==> src/sccd_pkg.sv <==
package sccd_pkg;
  // --------
  // framing byte fields
  // --------
  localparam int LineLsb = 0;
  localparam int WordLsb = 2;
  localparam int ParLsb = 4;
  localparam int StopLsb = 6;
  localparam logic [7:0] FramingDefault = 8'h4c; // rs232, 8 bit, no parity, 1 stop
  localparam logic [1:0] LineRs232 = 2'h0;
  localparam logic [1:0] LineRs422 = 2'h1;
  localparam logic [1:0] LineRs485w2 = 2'h3;
  localparam logic [1:0] Word7 = 2'h2;
  localparam logic [1:0] Word8 = 2'h3;
  localparam logic [1:0] ParNone = 2'h0;
  localparam logic [1:0] ParOdd = 2'h1;
  localparam logic [1:0] ParEven = 2'h3;
  localparam logic [1:0] Stop1 = 2'h1;
  localparam logic [1:0] Stop2 = 2'h3;
  // --------
  // flow control codes
  // --------
  localparam logic [7:0] FlowNone = 8'h00;
  localparam logic [7:0] FlowXon = 8'h01;
  localparam logic [7:0] FlowRtsCts = 8'h02;
  localparam logic [7:0] FlowXonPass = 8'h05;
  // --------
  // ports
  // --------
  localparam logic [15:0] PortDefaultCh1 = 16'h2711; // 10001
  localparam logic [15:0] PortDefaultCh2 = 16'h2712; // 10002
  localparam logic [15:0] AutoPortLow = 16'hc350; // 50000
  localparam logic [15:0] AutoPortHigh = 16'hea5f; // 59999
  // --------
  // connection policy byte
  // --------
  localparam logic [7:0] PolicyDefault = 8'hc0;
  localparam logic [2:0] AcceptNever = 3'h0;
  localparam logic [2:0] AcceptModem = 3'h2;
  localparam logic [2:0] AcceptAlways = 3'h6;
  localparam logic [3:0] StartNone = 4'h0;
  localparam logic [3:0] StartAnyChar = 4'h1;
  localparam logic [3:0] StartModemIn = 4'h2;
  localparam logic [3:0] StartChar = 4'h3;
  localparam logic [3:0] StartManual = 4'h4;
  localparam logic [3:0] StartAuto = 4'h5;
  localparam logic [3:0] StartUdp = 4'hc;
  localparam logic [3:0] HostlistHigh = 4'h2;
  localparam logic [7:0] StartCharDefault = 8'h0d;
  localparam logic [7:0] RespConnected = 8'h43; // C
  localparam logic [7:0] RespDisconnected = 8'h44; // D
  localparam logic [7:0] RespUnreachable = 8'h4e; // N

  typedef enum logic [1:0] {
    SCCD_LINE_RS232 = 2'h0,
    SCCD_LINE_RS422 = 2'h1,
    SCCD_LINE_RS485W2 = 2'h3
  } sccd_line_t;

  typedef enum logic [2:0] {
    SCCD_START_NONE, SCCD_START_ANY, SCCD_START_MODEM_IN, SCCD_START_CHAR,
    SCCD_START_MANUAL, SCCD_START_AUTO, SCCD_START_UDP
  } sccd_start_t;

  typedef enum logic [2:0] {
    SCCD_MDM_OFF, SCCD_MDM_NO_ECHO, SCCD_MDM_ECHO_NUM, SCCD_MDM_ECHO_VERB,
    SCCD_MDM_RESP_NUM, SCCD_MDM_RESP_VERB
  } sccd_modem_t;

  // decoded serial framing
  typedef struct packed {
    logic [1:0] line;
    logic eightBit;
    logic parityEn;
    logic parityOdd;
    logic twoStop;
    logic [1:0] flow;
  } sccd_frame_t;

  // decoded connection policy
  typedef struct packed {
    logic [2:0] accept;
    logic charResp;
    logic [2:0] start;
    logic hostlist;
    logic [2:0] modem;
  } sccd_policy_t;

  // connection state events from the network engine
  typedef struct packed {
    logic connected;
    logic disconnected;
    logic unreachable;
  } sccd_event_t;
endpackage

==> src/sccd_channel_config.sv <==
`timescale 1ns/1ns
// Behaviour
// - framing bits 1:0 choose line type
// - bits 3:2 word length, 5:4 parity
// - bits 7:6 stop bits, two by firmware
// - framing default 0x4c
// - flow code none, xon, rtscts, xon-pass
// - local port defaults 10001/10002
// - port zero: source port 50000..59999 incrementing
// - policy default 0xc0, bits 7:5 accept
// - never-accept refuses all incoming
// - conditional accept needs modem input, not modem mode
// - always-accept when not already connected
// - bit 4 sends c, d, n characters
// - responses ignored in modem/hostlist; verbose shows ip
// - bits 3:0 choose active startup
// - modem emulation on bits 2:1 with bit 5 clear
// - modem input rising edge starts connect
// - start character begins connect, default cr
module sccd_channel_config #(
  parameter bit SecondChannel = 1'b0
) (
  input wire logic core_clk,
  input wire logic rstn,
  input wire logic clkEn,
  // avalon-mm slave
  input wire logic [3:0] avsAddress,
  input wire logic avsRead,
  input wire logic avsWrite,
  input wire logic [31:0] avsWritedata,
  input wire logic [3:0] avsByteenable,
  output logic [31:0] avsReaddata,
  output logic avsWaitrequest,
  // serial side
  input wire logic modemCtrlIn,
  input wire logic rxCharValid,
  input wire logic [7:0] rxChar,
  output logic respValid,
  output logic [7:0] respChar,
  output logic respShowAddr,
  // network side
  input wire logic incomingReq,
  input wire logic connActive,
  input wire sccd_pkg::sccd_event_t connEvent,
  input wire logic outConnOpen,
  output logic incomingAccept,
  output logic incomingRefuse,
  output logic connectStart,
  output logic [15:0] srcPort,
  output sccd_pkg::sccd_frame_t frameCfg,
  output sccd_pkg::sccd_policy_t policyCfg
);
  import sccd_pkg::*;

  // --------
  // register map
  // --------
  localparam logic [3:0] RegFraming = 4'h0;
  localparam logic [3:0] RegFlow = 4'h1;
  localparam logic [3:0] RegPort = 4'h2;
  localparam logic [3:0] RegPolicy = 4'h3;
  localparam logic [3:0] RegStartChar = 4'h4;
  localparam logic [3:0] RegStatus = 4'h5;

  // --------
  // reset and pin synchronisers
  // --------
  logic [1:0] rstSync; // reset release chain
  logic rstnInt; // synchronised reset
  logic modemMeta; // first stage, read only by modemSync
  logic modemSync; // second stage
  logic modemPrev; // for edge detect

  // release reset through two flops
  always_ff @(posedge core_clk or negedge rstn) begin
    if (!rstn) begin
      rstSync <= 2'h0;
    end else begin
      rstSync <= {rstSync[0], 1'b1};
    end
  end
  assign rstnInt = rstSync[1];

  // modem control comes from a pin
  always_ff @(posedge core_clk or negedge rstnInt) begin
    if (!rstnInt) begin
      modemMeta <= 1'b0;
      modemSync <= 1'b0;
      modemPrev <= 1'b0;
    end else if (clkEn) begin
      modemMeta <= modemCtrlIn;
      modemSync <= modemMeta;
      modemPrev <= modemSync;
    end
  end

  // --------
  // configuration registers
  // --------
  logic [7:0] framing_q; // framing byte
  logic [7:0] flow_q; // flow code
  logic [15:0] port_q; // local port
  logic [7:0] policy_q; // connection_policy_byte
  logic [7:0] startChar_q; // start character
  logic wrHit; // write strobe this cycle

  // byte-lane merge
  function automatic logic [15:0] laneMerge(input logic [15:0] old, input logic [15:0] nw,
                                            input logic [1:0] be);
    laneMerge = {be[1] ? nw[15:8] : old[15:8], be[0] ? nw[7:0] : old[7:0]};
  endfunction

  // a write lands only at the edge that sees waitrequest low
  assign wrHit = avsWrite && !avsWaitrequest;

  // software writes
  always_ff @(posedge core_clk or negedge rstnInt) begin
    if (!rstnInt) begin
      framing_q <= FramingDefault;
      flow_q <= FlowNone;
      port_q <= SecondChannel ? PortDefaultCh2 : PortDefaultCh1;
      policy_q <= PolicyDefault;
      startChar_q <= StartCharDefault;
    end else if (clkEn && wrHit) begin
      case (avsAddress)
        RegFraming: if (avsByteenable[0]) framing_q <= avsWritedata[7:0];
        RegFlow: if (avsByteenable[0]) flow_q <= avsWritedata[7:0];
        RegPort: port_q <= laneMerge(port_q, avsWritedata[15:0], avsByteenable[1:0]);
        RegPolicy: if (avsByteenable[0]) policy_q <= avsWritedata[7:0];
        RegStartChar: if (avsByteenable[0]) startChar_q <= avsWritedata[7:0];
        default: ; // unmapped writes dropped
      endcase
    end
  end

  // --------
  // framing and flow decode
  // --------
  sccd_frame_t frame_d;
  always_comb begin
    frame_d = '0;
    // line type, 2'h2 invalid falls back to rs232
    case (framing_q[LineLsb +: 2])
      LineRs422: frame_d.line = LineRs422;
      LineRs485w2: frame_d.line = LineRs485w2;
      default: frame_d.line = LineRs232;
    endcase
    // word length; invalid codes keep eight bits
    frame_d.eightBit = (framing_q[WordLsb +: 2] != Word7);
    // parity; 2'h2 invalid means none
    case (framing_q[ParLsb +: 2])
      ParOdd: begin
        frame_d.parityEn = 1'b1;
        frame_d.parityOdd = 1'b1;
      end
      ParEven: frame_d.parityEn = 1'b1;
      default: frame_d.parityEn = 1'b0;
    endcase
    // two stop bits cost throughput: the serial engine does them slowly
    frame_d.twoStop = (framing_q[StopLsb +: 2] == Stop2);
    case (flow_q)
      FlowXon: frame_d.flow = 2'h1;
      FlowRtsCts: frame_d.flow = 2'h2;
      FlowXonPass: frame_d.flow = 2'h3;
      default: frame_d.flow = 2'h0;
    endcase
  end

  // --------
  // policy decode
  // --------
  sccd_policy_t policy_d;
  always_comb begin
    policy_d = '0;
    policy_d.hostlist = (policy_q[7:4] == HostlistHigh);
    // modem emulation: bits 2:1 set, bit 5 clear
    if (policy_q[2:1] == 2'h3 && !policy_q[5]) begin
      if (policy_q[4]) begin
        policy_d.modem = policy_q[0] ? SCCD_MDM_ECHO_NUM : SCCD_MDM_ECHO_VERB;
      end else if (policy_q[3]) begin
        policy_d.modem = policy_q[0] ? SCCD_MDM_RESP_NUM : SCCD_MDM_RESP_VERB;
      end else begin
        policy_d.modem = SCCD_MDM_NO_ECHO;
      end
    end
    // acceptance; hostlist refuses data connections
    case (policy_q[7:5])
      AcceptModem: policy_d.accept = AcceptModem;
      AcceptAlways: policy_d.accept = AcceptAlways;
      AcceptNever: policy_d.accept = AcceptNever;
      default: policy_d.accept = policy_d.hostlist ? AcceptNever : AcceptAlways;
    endcase
    // conditional accept is not allowed with modem emulation
    if (policy_d.accept == AcceptModem && policy_d.modem != SCCD_MDM_OFF) begin
      policy_d.accept = AcceptNever;
    end
    // responses suppressed under modem or hostlist startup
    policy_d.charResp = policy_q[4] && !policy_d.hostlist
                        && policy_d.modem == SCCD_MDM_OFF;
    case (policy_q[3:0])
      StartNone: policy_d.start = SCCD_START_NONE;
      StartAnyChar: policy_d.start = SCCD_START_ANY;
      StartModemIn: policy_d.start = SCCD_START_MODEM_IN;
      StartChar: policy_d.start = SCCD_START_CHAR;
      StartManual: policy_d.start = SCCD_START_MANUAL;
      StartAuto: policy_d.start = SCCD_START_AUTO;
      StartUdp: policy_d.start = SCCD_START_UDP;
      default: policy_d.start = SCCD_START_NONE;
    endcase
    if (policy_d.modem != SCCD_MDM_OFF) begin
      policy_d.start = SCCD_START_NONE; // modem bits overlap startup field
    end
  end

  // --------
  // incoming connection arbitration
  // --------
  logic acceptNow;
  always_comb begin
    case (policy_d.accept)
      AcceptModem: acceptNow = modemSync && !connActive;
      AcceptAlways: acceptNow = !connActive;
      default: acceptNow = 1'b0;
    endcase
  end

  // one-cycle answer to each incoming request
  always_ff @(posedge core_clk or negedge rstnInt) begin
    if (!rstnInt) begin
      incomingAccept <= 1'b0;
      incomingRefuse <= 1'b0;
    end else if (clkEn) begin
      incomingAccept <= incomingReq && acceptNow;
      incomingRefuse <= incomingReq && !acceptNow;
    end
  end

  // --------
  // active startup
  // --------
  logic startTrig;
  logic autoFired; // autostart fires once after reset
  always_comb begin
    case (policy_d.start)
      SCCD_START_ANY: startTrig = rxCharValid;
      SCCD_START_MODEM_IN: startTrig = modemSync && !modemPrev;
      SCCD_START_CHAR: startTrig = rxCharValid && rxChar == startChar_q;
      SCCD_START_AUTO: startTrig = !autoFired;
      default: startTrig = 1'b0; // manual parsing and udp handled elsewhere
    endcase
  end

  // connect pulse; suppressed while a link is up
  always_ff @(posedge core_clk or negedge rstnInt) begin
    if (!rstnInt) begin
      connectStart <= 1'b0;
      autoFired <= 1'b0;
    end else if (clkEn) begin
      connectStart <= startTrig && !connActive;
      if (policy_d.start == SCCD_START_AUTO && !connActive) begin
        autoFired <= 1'b1;
      end
    end
  end

  // --------
  // source port selection
  // --------
  logic [15:0] autoPort_q; // next automatic source port
  always_ff @(posedge core_clk or negedge rstnInt) begin
    if (!rstnInt) begin
      autoPort_q <= AutoPortLow;
    end else if (clkEn && outConnOpen && port_q == 16'h0000) begin
      // wrap at the top of the range
      autoPort_q <= (autoPort_q >= AutoPortHigh) ? AutoPortLow : autoPort_q + 16'h0001;
    end
  end

  always_ff @(posedge core_clk or negedge rstnInt) begin
    if (!rstnInt) begin
      srcPort <= SecondChannel ? PortDefaultCh2 : PortDefaultCh1;
    end else if (clkEn) begin
      srcPort <= (port_q == 16'h0000) ? autoPort_q : port_q;
    end
  end

  // --------
  // character responses
  // --------
  always_ff @(posedge core_clk or negedge rstnInt) begin
    if (!rstnInt) begin
      respValid <= 1'b0;
      respChar <= 8'h00;
      respShowAddr <= 1'b0;
    end else if (clkEn) begin
      respValid <= policy_d.charResp && |connEvent;
      // priority: connect, then disconnect, then unreachable
      if (connEvent.connected) begin
        respChar <= RespConnected;
      end else if (connEvent.disconnected) begin
        respChar <= RespDisconnected;
      end else if (connEvent.unreachable) begin
        respChar <= RespUnreachable;
      end
      // verbose modem modes show the peer address
      respShowAddr <= connEvent.connected && (policy_d.modem == SCCD_MDM_ECHO_VERB
                      || policy_d.modem == SCCD_MDM_RESP_VERB);
    end
  end

  // --------
  // decoded outputs and bus answer
  // --------
  always_ff @(posedge core_clk or negedge rstnInt) begin
    if (!rstnInt) begin
      frameCfg <= '0;
      policyCfg <= '0;
    end else if (clkEn) begin
      frameCfg <= frame_d;
      policyCfg <= policy_d;
    end
  end

  // one wait state per access; read data stands while waitrequest is low
  always_ff @(posedge core_clk or negedge rstnInt) begin
    if (!rstnInt) begin
      avsWaitrequest <= 1'b1;
      avsReaddata <= 32'h0000_0000;
    end else if (clkEn) begin
      avsWaitrequest <= !((avsRead || avsWrite) && avsWaitrequest);
      if (avsRead && avsWaitrequest) begin
        case (avsAddress)
          RegFraming: avsReaddata <= {24'h0, framing_q};
          RegFlow: avsReaddata <= {24'h0, flow_q};
          RegPort: avsReaddata <= {16'h0, port_q};
          RegPolicy: avsReaddata <= {24'h0, policy_q};
          RegStartChar: avsReaddata <= {24'h0, startChar_q};
          RegStatus: avsReaddata <= {autoPort_q, 4'h0, modemSync, connActive, 2'h0, frame_d};
          default: avsReaddata <= 32'h0000_0000;
        endcase
      end
    end
  end
endmodule // sccd_channel_config

==> config.mk <==
export PLATFORM = sky130hd
export DESIGN_NAME = sccd_channel_config
export DESIGN_NICKNAME = d
export VERILOG_FILES = /design/src/sccd_pkg.sv /design/src/sccd_channel_config.sv
export SDC_FILE = /design/constraint.sdc
export NUM_CORES = 1
export LEC_CHECK = 0
export ABC_AREA = 1
export BUFFER_PORTS_ARGS = -buffer_cell sky130_fd_sc_hd__buf_4
export CORE_UTILIZATION = 41
export DETAILED_ROUTE_END_ITERATION = 12
export PLACE_DENSITY = 0.69
export SLEW_MARGIN = 10
export SYNTH_ARGS = -nofsm -noshare
export SYNTH_HDL_FRONTEND = slang
export SYNTH_SLANG_ARGS = --single-unit
==> constraint.sdc <==
create_clock -name core_clk -period 11.79 [get_ports core_clk]
set_input_delay 2.358 -clock core_clk [delete_from_list [all_inputs] [get_ports core_clk]]
set_output_delay 2.358 -clock core_clk [all_outputs]
set_load 0.01 [all_outputs]
==> metrics.yaml, run 1 <==
antenna_found_initial: 0
path_class: "primary input to flip-flop"
num_vias: 5839
whs_path_depth: 0
fillCellCount: 1513
core.rowCount: 46
r2r-end: "autoPort_q[4]"
postRouteAntennaNets: 0
cts_setup_buffers: 0
numCtsBuffers: 17
crit_path_cell_trace: "buf_4, clkinv_1, a21oi_1, nor2_1, a31oi_1"
fin_tns_setup_ns: 0
num-nets-final: 982
r2r_slack_ns: 9.39
leakage_nw: 4.014
internal_power_w: 0.0009476
core_mm2: 0.01612
fmax_ghz: 0.2369
start_util: 0.4258
synth_seq_cells: 147
synth_top_area_frac: 0.4376
final_common_cell: "nand2_1"
cap_violations: 0
path_max_fanout: 55
fp.dieArea_mm2: 0.01726
drc_errors: 0
drive_gt1_frac: 0.2326
grt_remaining_overflow: 0
critPathMaxStageDelay_ns: 0.87
ioPinCount: 142
synthFlopType: "dfrtp_1"
yosysTopAreaCell: "dfrtp_1"
clock-sinks: 147
cts_tree: "yes"
crit_slowest_cell: "clkinv_1"
switching_share: 0.2884
multi_input_area_mm2: 0.002658
outcome: "complete, no violations"
clk_pin_slew_ns: 0.06
whs_ns: 0.3500
pwr-share-clk: 0.388
finish.utilization: 0.5241
worstHoldStart: "rstSync[0]"
clkLatencyLatePin_ns: 0.43
r2r-start: "port_q[7]"
yosys_warnings: 0
vdd_drop_max_v: 0.0001096
synthTopCellsByArea: "dfrtp_1 44%, nand2_1 13%, dfstp_2 10%, inv_1 4.4%, o21ai_0 4.1%"
cp.required_ns: 12.13
dp_cells: 1117
n_antenna_cell: 0
die_h_um: 131.4
grt_pass1_wl_um: 29540
tightest_slew_ns: 0.9321
grt_max_degree: 74
first_pass_iters: 5
rsz0062_at_grt: "false"
fin_crit_ns: 4.221
cts_resized: 0
worstPathArrival_ns: 4.56
drtIter0Drc: 397
die_w_um: 131.4
syn_avg_cell_area_um2: 8.513
regArea_mm2: 0.003716
synth-seq-area-share: 0.5410
grt_pass1_vias: 5453
min_period_over_period: 0.3580
skew_ns: 0.01264
p_switching_w: 0.0003841
drv_slew: 0
instances_no_fill: 1149
p_total_w: 0.001332
area_growth_pct: 23.09
p_comb_frac: 0.151
critPathCaptureType: "flip-flop"
place_hpwl_um: 12970
p_per_area_mw_per_mm2: 157.7
portBuffers: 119
startpoint_type: "primary input"
clk_root_buffer_cell: "clkbuf_16"
hold_path.class: "flip-flop to flip-flop"
postSynthCellCount: 806
cts_max_level: 4
drt_wl_total_um: 18330
place.gp.congestion: 0.9559
slew_headroom: 0.3786
via_per_inst: 5.082
grtUsageTotal: 0.2223
p_seq_frac: 0.461
hold_violations: 0
wl_per_cell_um: 15.95
ys_types: 43
synth_async_sr_flop_share: 1.000
synth-edff-count: 0
clock_path_buffers: 2
syn-cell-area_mm2: 0.006862
layout_common_cells: "240 x nand2_1, 121 x buf_4, 119 x dfrtp_1"
ctsHoldBuffers: 0
r2r_cells: 8
worstHoldEndpoint: "rstSync[1]"
setup_viol_count_final: 0
Yosys cell counts, types with 3 or more instances:
library cell and instances:
a21oi_1 11, a31oi_1 17, buf_2 5, buf_4 5, buf_6 6, clkbuf_1 12
dfrtp_1 120, dfstp_2 27, inv_1 81, inv_2 4, mux2_2 8, nand2_1 240
nand2_2 6, nand3_1 30, nand3_4 3, nand4_1 10, nor2_1 63, nor2_2 3
nor3_1 6, o211ai_1 5, o21ai_0 56, o21ai_1 37, o21ai_2 8, o22ai_1 8
xor2_1 12
worst max path at each step:
stage | cells after the start | to | startpoint
floorplan | 0 | autoFired | rstSync[1]
global placement | 5 | respChar[1] | clkEn
detailed placement | 5 | respChar[1] | clkEn
CTS | 5 | respChar[1] | clkEn
global route | 5 | respChar[1] | clkEn
finish | 5 | respChar[1] | clkEn
layer usage:
layer / vias up / global-route usage / share of wire
met5: - / 0 / 0
met4: 0 / 0.08915 / 0.019
met3: 22 / 0.05941 / 0.071
met2: 197 / 0.3189 / 0.44
met1: 2773 / 0.3171 / 0.47
li1: 2847 / - / -
through the flow:
stage	setup slack (ns)	cell area, um2
floorplan	7.438	6873
global placement	7.126	7875
detailed placement	7.137	7875
CTS	7.572	8446
global route	7.291	8446
finish	7.569	8446
critical path, delay by kind of cell:
kind	cells	cell delay (ns)
AND/OR/NAND/NOR	1	0.08
buffers and inverters	2	1.31
AO/OA/AOI/OAI	2	0.81
state kept, by name, summed over array words and instances, names as in the netlist, 2 cells and up:
signal / cells
avsReaddata: 32
autoPort_q: 16
port_q: 16
srcPort: 16
policyCfg: 10
flow_q: 8
frameCfg: 8
framing_q: 8
policy_q: 8
startChar_q: 8
respChar: 5
rstSync: 2
power by group through the flow:
stage	Combinational, W	Clock (W)	Sequential, W
floorplan	0.000112	0	0.000619
global placement	0.000196	0	0.000622
detailed placement	0.000200	0	0.000622
CTS	0.000201	0.000525	0.000614
global route	0.000228	0.000546	0.000621
finish	0.000201	0.000517	0.000614
cells by family (layout without fill, tap and decap cells):
logic type | count (synthesis) | in the layout | share of synthesized area
AOI/OAI and AO/OA | 152 | 152 | 0.1258
xor gates and xnor gates | 12 | 12 | 0.01532
adders and majority gates | 1 | 1 | 0.001823
buffers and inverters | 115 | 239 | 0.07330
DFF | 147 | 147 | 0.5410
muxes | 8 | 8 | 0.01313
other | 2 | 5 | 0.001094
and+or+nand+nor | 369 | 369 | 0.2285
layout make-up:
type                            count  area share
Clock buffer                       25     0.06222
Clock inverter                      7    0.005333
Inverter                           86     0.03822
Multi-Input combinational cell    547      0.3147
Sequential cell                   147      0.4400
Tap cell                          216     0.03200
Timing Repair Buffer              121      0.1076
(Power assumes the default switching activity.)
==> run 2: changes to the inputs <==
- PLACE_DENSITY: 0.69 -> 0.71
- clock period: 11.79 -> 3.4 ns (I/O delays scaled with it)
==> run 2 against run 1 <==
  * Final cell count up 0.35%
  * Flip-flop and latch count is the same
  * Setup slack lost 6.3 ns
  * Utilization grew 0.21 points
  * Critical endpoint is now avsReaddata[10]
  * Largest cell class unchanged
==> metrics.yaml, run 2 (same netlist as run 1, synthesis figures left out) <==
outcome: "complete, no violations"
fp.dieArea_mm2: 0.01726  # unchanged
p_comb_frac: 0.154  # +0.003
leakage_nw: 4.028  # +0.35%
r2r_cells: 5  # -3
postRouteAntennaNets: 0  # unchanged
final_common_cell: "nand2_1"
r2r_slack_ns: 1.31  # -8.08 ns
rsz0062_at_grt: "false"
n_antenna_cell: 0  # unchanged
portBuffers: 119  # unchanged
worstSetupStartpoint: "avsWaitrequest"
skew_ns: 0.008733  # -0.003904 ns
ctsHoldBuffers: 0  # unchanged
finish.utilization: 0.5262  # +0.002097
clock-sinks: 147  # unchanged
drive_gt1_frac: 0.2369  # +0.004343
num_vias: 5920  # +1.4%
layout_common_cells: "240 x nand2_1, 124 x buf_4, 119 x dfrtp_1"
clk_root_buffer_cell: "clkbuf_16"
internal_power_w: 0.003264  # +240%
cts_setup_buffers: 0  # unchanged
largest_reg_flops: 32  # unchanged
regArea_mm2: 0.003716  # unchanged
p_seq_frac: 0.460  # about the same
p_switching_w: 0.001354  # +250%
fmax_ghz: 0.4794
cts_max_level: 4  # unchanged
grt_pass1_wl_um: 30060  # +1.8%
path_max_fanout: 33  # -40%
switching_share: 0.2932  # +0.004742
path_class: "flip-flop to flip-flop"
r2r-start: "avsWaitrequest"
cp.required_ns: 3.73  # -8.40 ns
drv_slew: 0  # unchanged
antenna_found_initial: 0  # unchanged
vdd_drop_max_v: 0.0003674  # +240%
num-nets-final: 986  # +0.41%
grt_pass1_vias: 5611  # +2.9%
place.gp.congestion: 0.9447  # -1.2%
area_growth_pct: 23.58
critPathCaptureType: "flip-flop"
largest_register: "avsReaddata"
p_per_area_mw_per_mm2: 544.6  # +250%
drt_wl_total_um: 18410  # +0.47%
core.rowCount: 46  # unchanged
grt_max_degree: 69  # -6.8%
wl_per_cell_um: 15.97  # +0.13%
clkLatencyLatePin_ns: 0.43  # about the same
numCtsBuffers: 17  # unchanged
hold_path.class: "primary input to asynchronous set/reset pin"
worstPathArrival_ns: 2.42  # -2.14 ns
multi_input_area_mm2: 0.002658  # unchanged
fin_tns_setup_ns: 0  # unchanged
die_w_um: 131.4  # unchanged
drc_errors: 0  # unchanged
cts_resized: 0  # unchanged
setup_viol_count_final: 0  # unchanged
drtIter0Drc: 461  # +16%
first_pass_iters: 5  # unchanged
r2r-end: "avsReaddata[10]"
cap_violations: 0  # unchanged
startpoint_type: "flip-flop"
grtUsageTotal: 0.2255  # +0.003195
start_util: 0.4258  # unchanged
cts_tree: "yes"
place_hpwl_um: 13400  # +3.3%
min_period_over_period: 0.6135
clock_path_buffers: 2  # unchanged
grt_remaining_overflow: 0  # unchanged
slew_headroom: 0.5954  # +0.2168
fillCellCount: 1536  # +1.5%
via_per_inst: 5.134  # +1.0%
core_mm2: 0.01612  # unchanged
die_h_um: 131.4  # unchanged
pwr-share-clk: 0.386  # -0.002
ioPinCount: 142  # unchanged
fin_crit_ns: 2.086
hold_violations: 0  # unchanged
tightest_slew_ns: 0.6069  # -0.3252 ns
clk_pin_slew_ns: 0.06  # about the same
-- run 2: power by group through the flow --
| stage | Clock [W] | Sequential [W] | Combinational, W |
|---|---|---|---|
| after global placement | 0 | 0.00214 | 0.000701 |
| after detailed placement | 0 | 0.00215 | 0.000713 |
| after global routing | 0.00189 | 0.00215 | 0.000800 |
| final | 0.00178 | 0.00212 | 0.000713 |
| after floorplan | 0 | 0.00215 | 0.000389 |
| after CTS | 0.00181 | 0.00212 | 0.000718 |
-- run 2: critical path: stages (launching register included) --
cell      delay [ns]
dfstp_2         0.59
nand3_1         0.09
buf_4           0.26
inv_1           0.44
nand3_1         0.34
o211ai_1        0.27
-- run 2: area by class of cell --
class / count / area share
inverter: 86 / 0.03807
clock buffer: 19 / 0.05342
timing repair buffer: 125 / 0.1121
multi-input combinational: 547 / 0.3134
tap: 216 / 0.03187
clock inverter: 13 / 0.01284
sequential: 147 / 0.4382
-- run 2: metrics by stage --
stage | setup slack [ns] | total power [W] | instance area, um2 | hold WS (ns) | std cells
2_1_floorplan | 0.9867 | 0.002536 | 6874 | 0.3311 | 809
3_3_place_gp | 1.059 | 0.002845 | 7918 | 0.3382 | 1121
3_5_place_dp | 0.9958 | 0.002861 | 7918 | 0.3394 | 1121
4_1_cts | 1.313 | 0.004646 | 8479 | 0.01343 | 1153
5_1_grt | 1.193 | 0.004837 | 8479 | 0.009938 | 1153
6_report | 1.314 | 0.004618 | 8479 | 0.02482 | 1153
-- run 2: per-layer routing --
layer | up-vias | track usage | routed length, um
met4 | 0 | 0.07881 | 398
met1 | 2796 | 0.3252 | 8459
met3 | 32 | 0.05478 | 1480
met2 | 244 | 0.3295 | 8074
li1 | 2848 | - | -
met5 | - | 0 | 0
-- run 2: how the worst max path moves through the flow --
stage | endpoint | slack, ns | cells past startpoint
4_1_cts | avsReaddata[10] | 1.31 | 5
5_1_grt | avsReaddata[8] | 1.19 | 5
3_3_place_gp | avsReaddata[10] | 1.06 | 6
6_report | avsReaddata[10] | 1.31 | 5
2_1_floorplan | autoFired | 0.99 | 0
3_5_place_dp | avsReaddata[9] | 1.0 | 6
==> run 3: changes to the inputs <==
- PLACE_DENSITY: 0.71 -> 0.69
- clock period: 3.4 -> 2.1 ns (I/O delays scaled with it)
==> run 3 against run 2 <==
  * Global-route usage rose by 0.085 points
  * Clock power increased by 81%
  * Combinational power increased by 67%
==> metrics.yaml, run 3 (same netlist as run 1, synthesis figures left out) <==
portBuffers: 119  # unchanged
min_period_over_period: 0.8584  # +0.2448
die_h_um: 131.4  # unchanged
num_vias: 5945  # +0.42%
drc_errors: 0  # unchanged
clock-sinks: 147  # unchanged
outcome: "complete, no violations"
switching_share: 0.2806  # -0.01256
largest_reg_flops: 32  # unchanged
cap_violations: 0  # unchanged
num-nets-final: 997  # +1.1%
first_pass_iters: 5  # unchanged
vdd_drop_max_v: 0.0005836  # +59%
start_util: 0.4258  # unchanged
numCtsBuffers: 17  # unchanged
p_switching_w: 0.002202  # +63%
postRouteAntennaNets: 0  # unchanged
place.gp.congestion: 0.9373  # -0.78%
core.rowCount: 46  # unchanged
skew_ns: 0.005558  # -0.003176 ns
critPathMaxStageDelay_ns: 0.42  # -0.17 ns
fin_tns_setup_ns: 0  # unchanged
clk_root_buffer_cell: "clkbuf_16"
place_hpwl_um: 13660  # +1.9%
crit_path_cell_trace: "ha_1, nand3_1, o21ai_0, nand3_1, nand2_1, buf_4, nor2_1, nand2_1, o21ai_0"
setup_viol_count_final: 0  # unchanged
slew_headroom: 0.6517  # +0.05635
internal_power_w: 0.005645  # +73%
startpoint_type: "flip-flop"
largest_register: "avsReaddata"
rsz0062_at_grt: "false"
clock_path_buffers: 2  # unchanged
cts_max_level: 4  # unchanged
area_growth_pct: 26.11
final_common_cell: "nand2_1"
via_per_inst: 5.107  # -0.53%
hold_violations: 0  # unchanged
instances_no_fill: 1164  # +0.95%
path_buf_inv: 1  # -1
p_per_area_mw_per_mm2: 906.8  # +67%
leakage_nw: 4.123  # +2.4%
path_max_fanout: 6  # -82%
crit_slowest_cell: "dfrtp_1"
n_antenna_cell: 0  # unchanged
p_comb_frac: 0.152  # -0.002
grtUsageTotal: 0.2263  # +0.0008538
antenna_found_initial: 0  # unchanged
cts_resized: 0  # unchanged
core_mm2: 0.01612  # unchanged
grt_pass1_wl_um: 30350  # +0.94%
cts_tree: "yes"
critPathTopFamily: "simple AND/OR/NAND/NOR gates"
grt_max_degree: 39  # -43%
critPathCaptureType: "flip-flop"
clkLatencyLatePin_ns: 0.43  # about the same
wl_per_cell_um: 16.03  # +0.39%
dp_cells: 1131  # +0.89%
clk_pin_slew_ns: 0.06  # about the same
worstPathArrival_ns: 2.11  # -0.31 ns
pwr-share-clk: 0.410  # +0.024
drtIter0Drc: 458  # -0.65%
finish.utilization: 0.5370  # +0.01079
cp.required_ns: 2.41  # -1.32 ns
drive_gt1_frac: 0.2437  # +0.006745
tightest_slew_ns: 0.5219  # -0.08509 ns
drv_slew: 0  # unchanged
ioPinCount: 142  # unchanged
path_class: "flip-flop to flip-flop"
fp.dieArea_mm2: 0.01726  # unchanged
die_w_um: 131.4  # unchanged
hold_path.class: "primary input to flip-flop"
grt_pass1_vias: 5658  # +0.84%
drt_wl_total_um: 18660  # +1.3%
layout_common_cells: "240 x nand2_1, 132 x buf_4, 119 x dfrtp_1"
p_seq_frac: 0.438  # -0.022
grt_remaining_overflow: 0  # unchanged
ctsHoldBuffers: 1  # +1
fin_crit_ns: 1.803  # -0.2834 ns
fmax_ghz: 0.5547  # +16%
cts_setup_buffers: 0  # unchanged
## run 3: cell types whose count changed in the layout (fill, tap and decap cells not counted)
cell | previous run | this run
buf_12 | 1 | 3
buf_4 | 124 | 132
bufinv_16 | 1 | 4
clkbuf_1 | 0 | 1
clkbuf_8 | 2 | 1
clkinv_2 | 6 | 4
clkinv_4 | 1 | 3
clkinvlp_4 | 3 | 1
dlygate4sd3_1 | 0 | 1
inv_6 | 2 | 1
## run 3: worst register-to-register path, cell delays in order (launching register included)
cell	delay, ns
dfrtp_1	0.42
ha_1	0.25
nand3_1	0.18
o21ai_0	0.21
nand3_1	0.08
nand2_1	0.18
buf_4	0.18
nor2_1	0.04
nand2_1	0.05
o21ai_0	0.07
## run 3: final cells by class
cell class                 instances  area (um2)
fill                            1513        7462
sequential                       147        3716
multi-input combinational        547        2658
timing repair buffer             136        1061
clock buffer                      19       442.9
inverter                          86       322.8
tap                              216       270.3
clock inverter                    13       182.7
## run 3: per-layer routing
| layer | wire [um] | vias to the layer above | track usage | share of wire |
|---|---|---|---|---|
| met5 | 0 | - | 0 | 0 |
| met4 | 533 | 0 | 0.09625 | 0.029 |
| met3 | 1296 | 36 | 0.04630 | 0.069 |
| met2 | 8080 | 224 | 0.3289 | 0.43 |
| met1 | 8750 | 2831 | 0.3269 | 0.47 |
| li1 | - | 2854 | - | - |
## run 3: stage by stage
step / power, W / hold WS (ns) / cell area, um2 / setup slack, ns
final: 0.007847 / 0.1864 / 8653 / 0.2974
after global routing: 0.008186 / 0.1913 / 8653 / 0.08829
after CTS: 0.007876 / 0.1802 / 8653 / 0.3278
after detailed placement: 0.004665 / 0.2034 / 8018 / 0.2759
after global placement: 0.004637 / 0.2031 / 8018 / 0.3260
after floorplan: 0.004106 / 0.1244 / 6877 / 0.5744
## run 3: worst paths after layout
kind                                  end  slack [ns]           from  cells after the start
hold / removal                respChar[1]        0.19   connEvent[1]                      2
min in group asynchronous  avsReaddata[8]        0.27     rstSync[1]                      0
hold reg to reg            avsReaddata[8]        0.27     rstSync[1]                      0
setup / recovery            autoPort_q[7]        0.30  autoPort_q[1]                      9
max in group asynchronous      srcPort[9]        1.18     rstSync[1]                      1
setup reg to reg            autoPort_q[7]        0.30  autoPort_q[1]                      9
## run 3: power by group through the flow
stage	Combinational (W)	Clock (W)	Sequential [W]
2_1_floorplan	0.000630	0	0.00348
3_3_place_gp	0.00116	0	0.00347
3_5_place_dp	0.00119	0	0.00348
4_1_cts	0.00120	0.00325	0.00343
5_1_grt	0.00133	0.00338	0.00348
6_report	0.00119	0.00322	0.00344
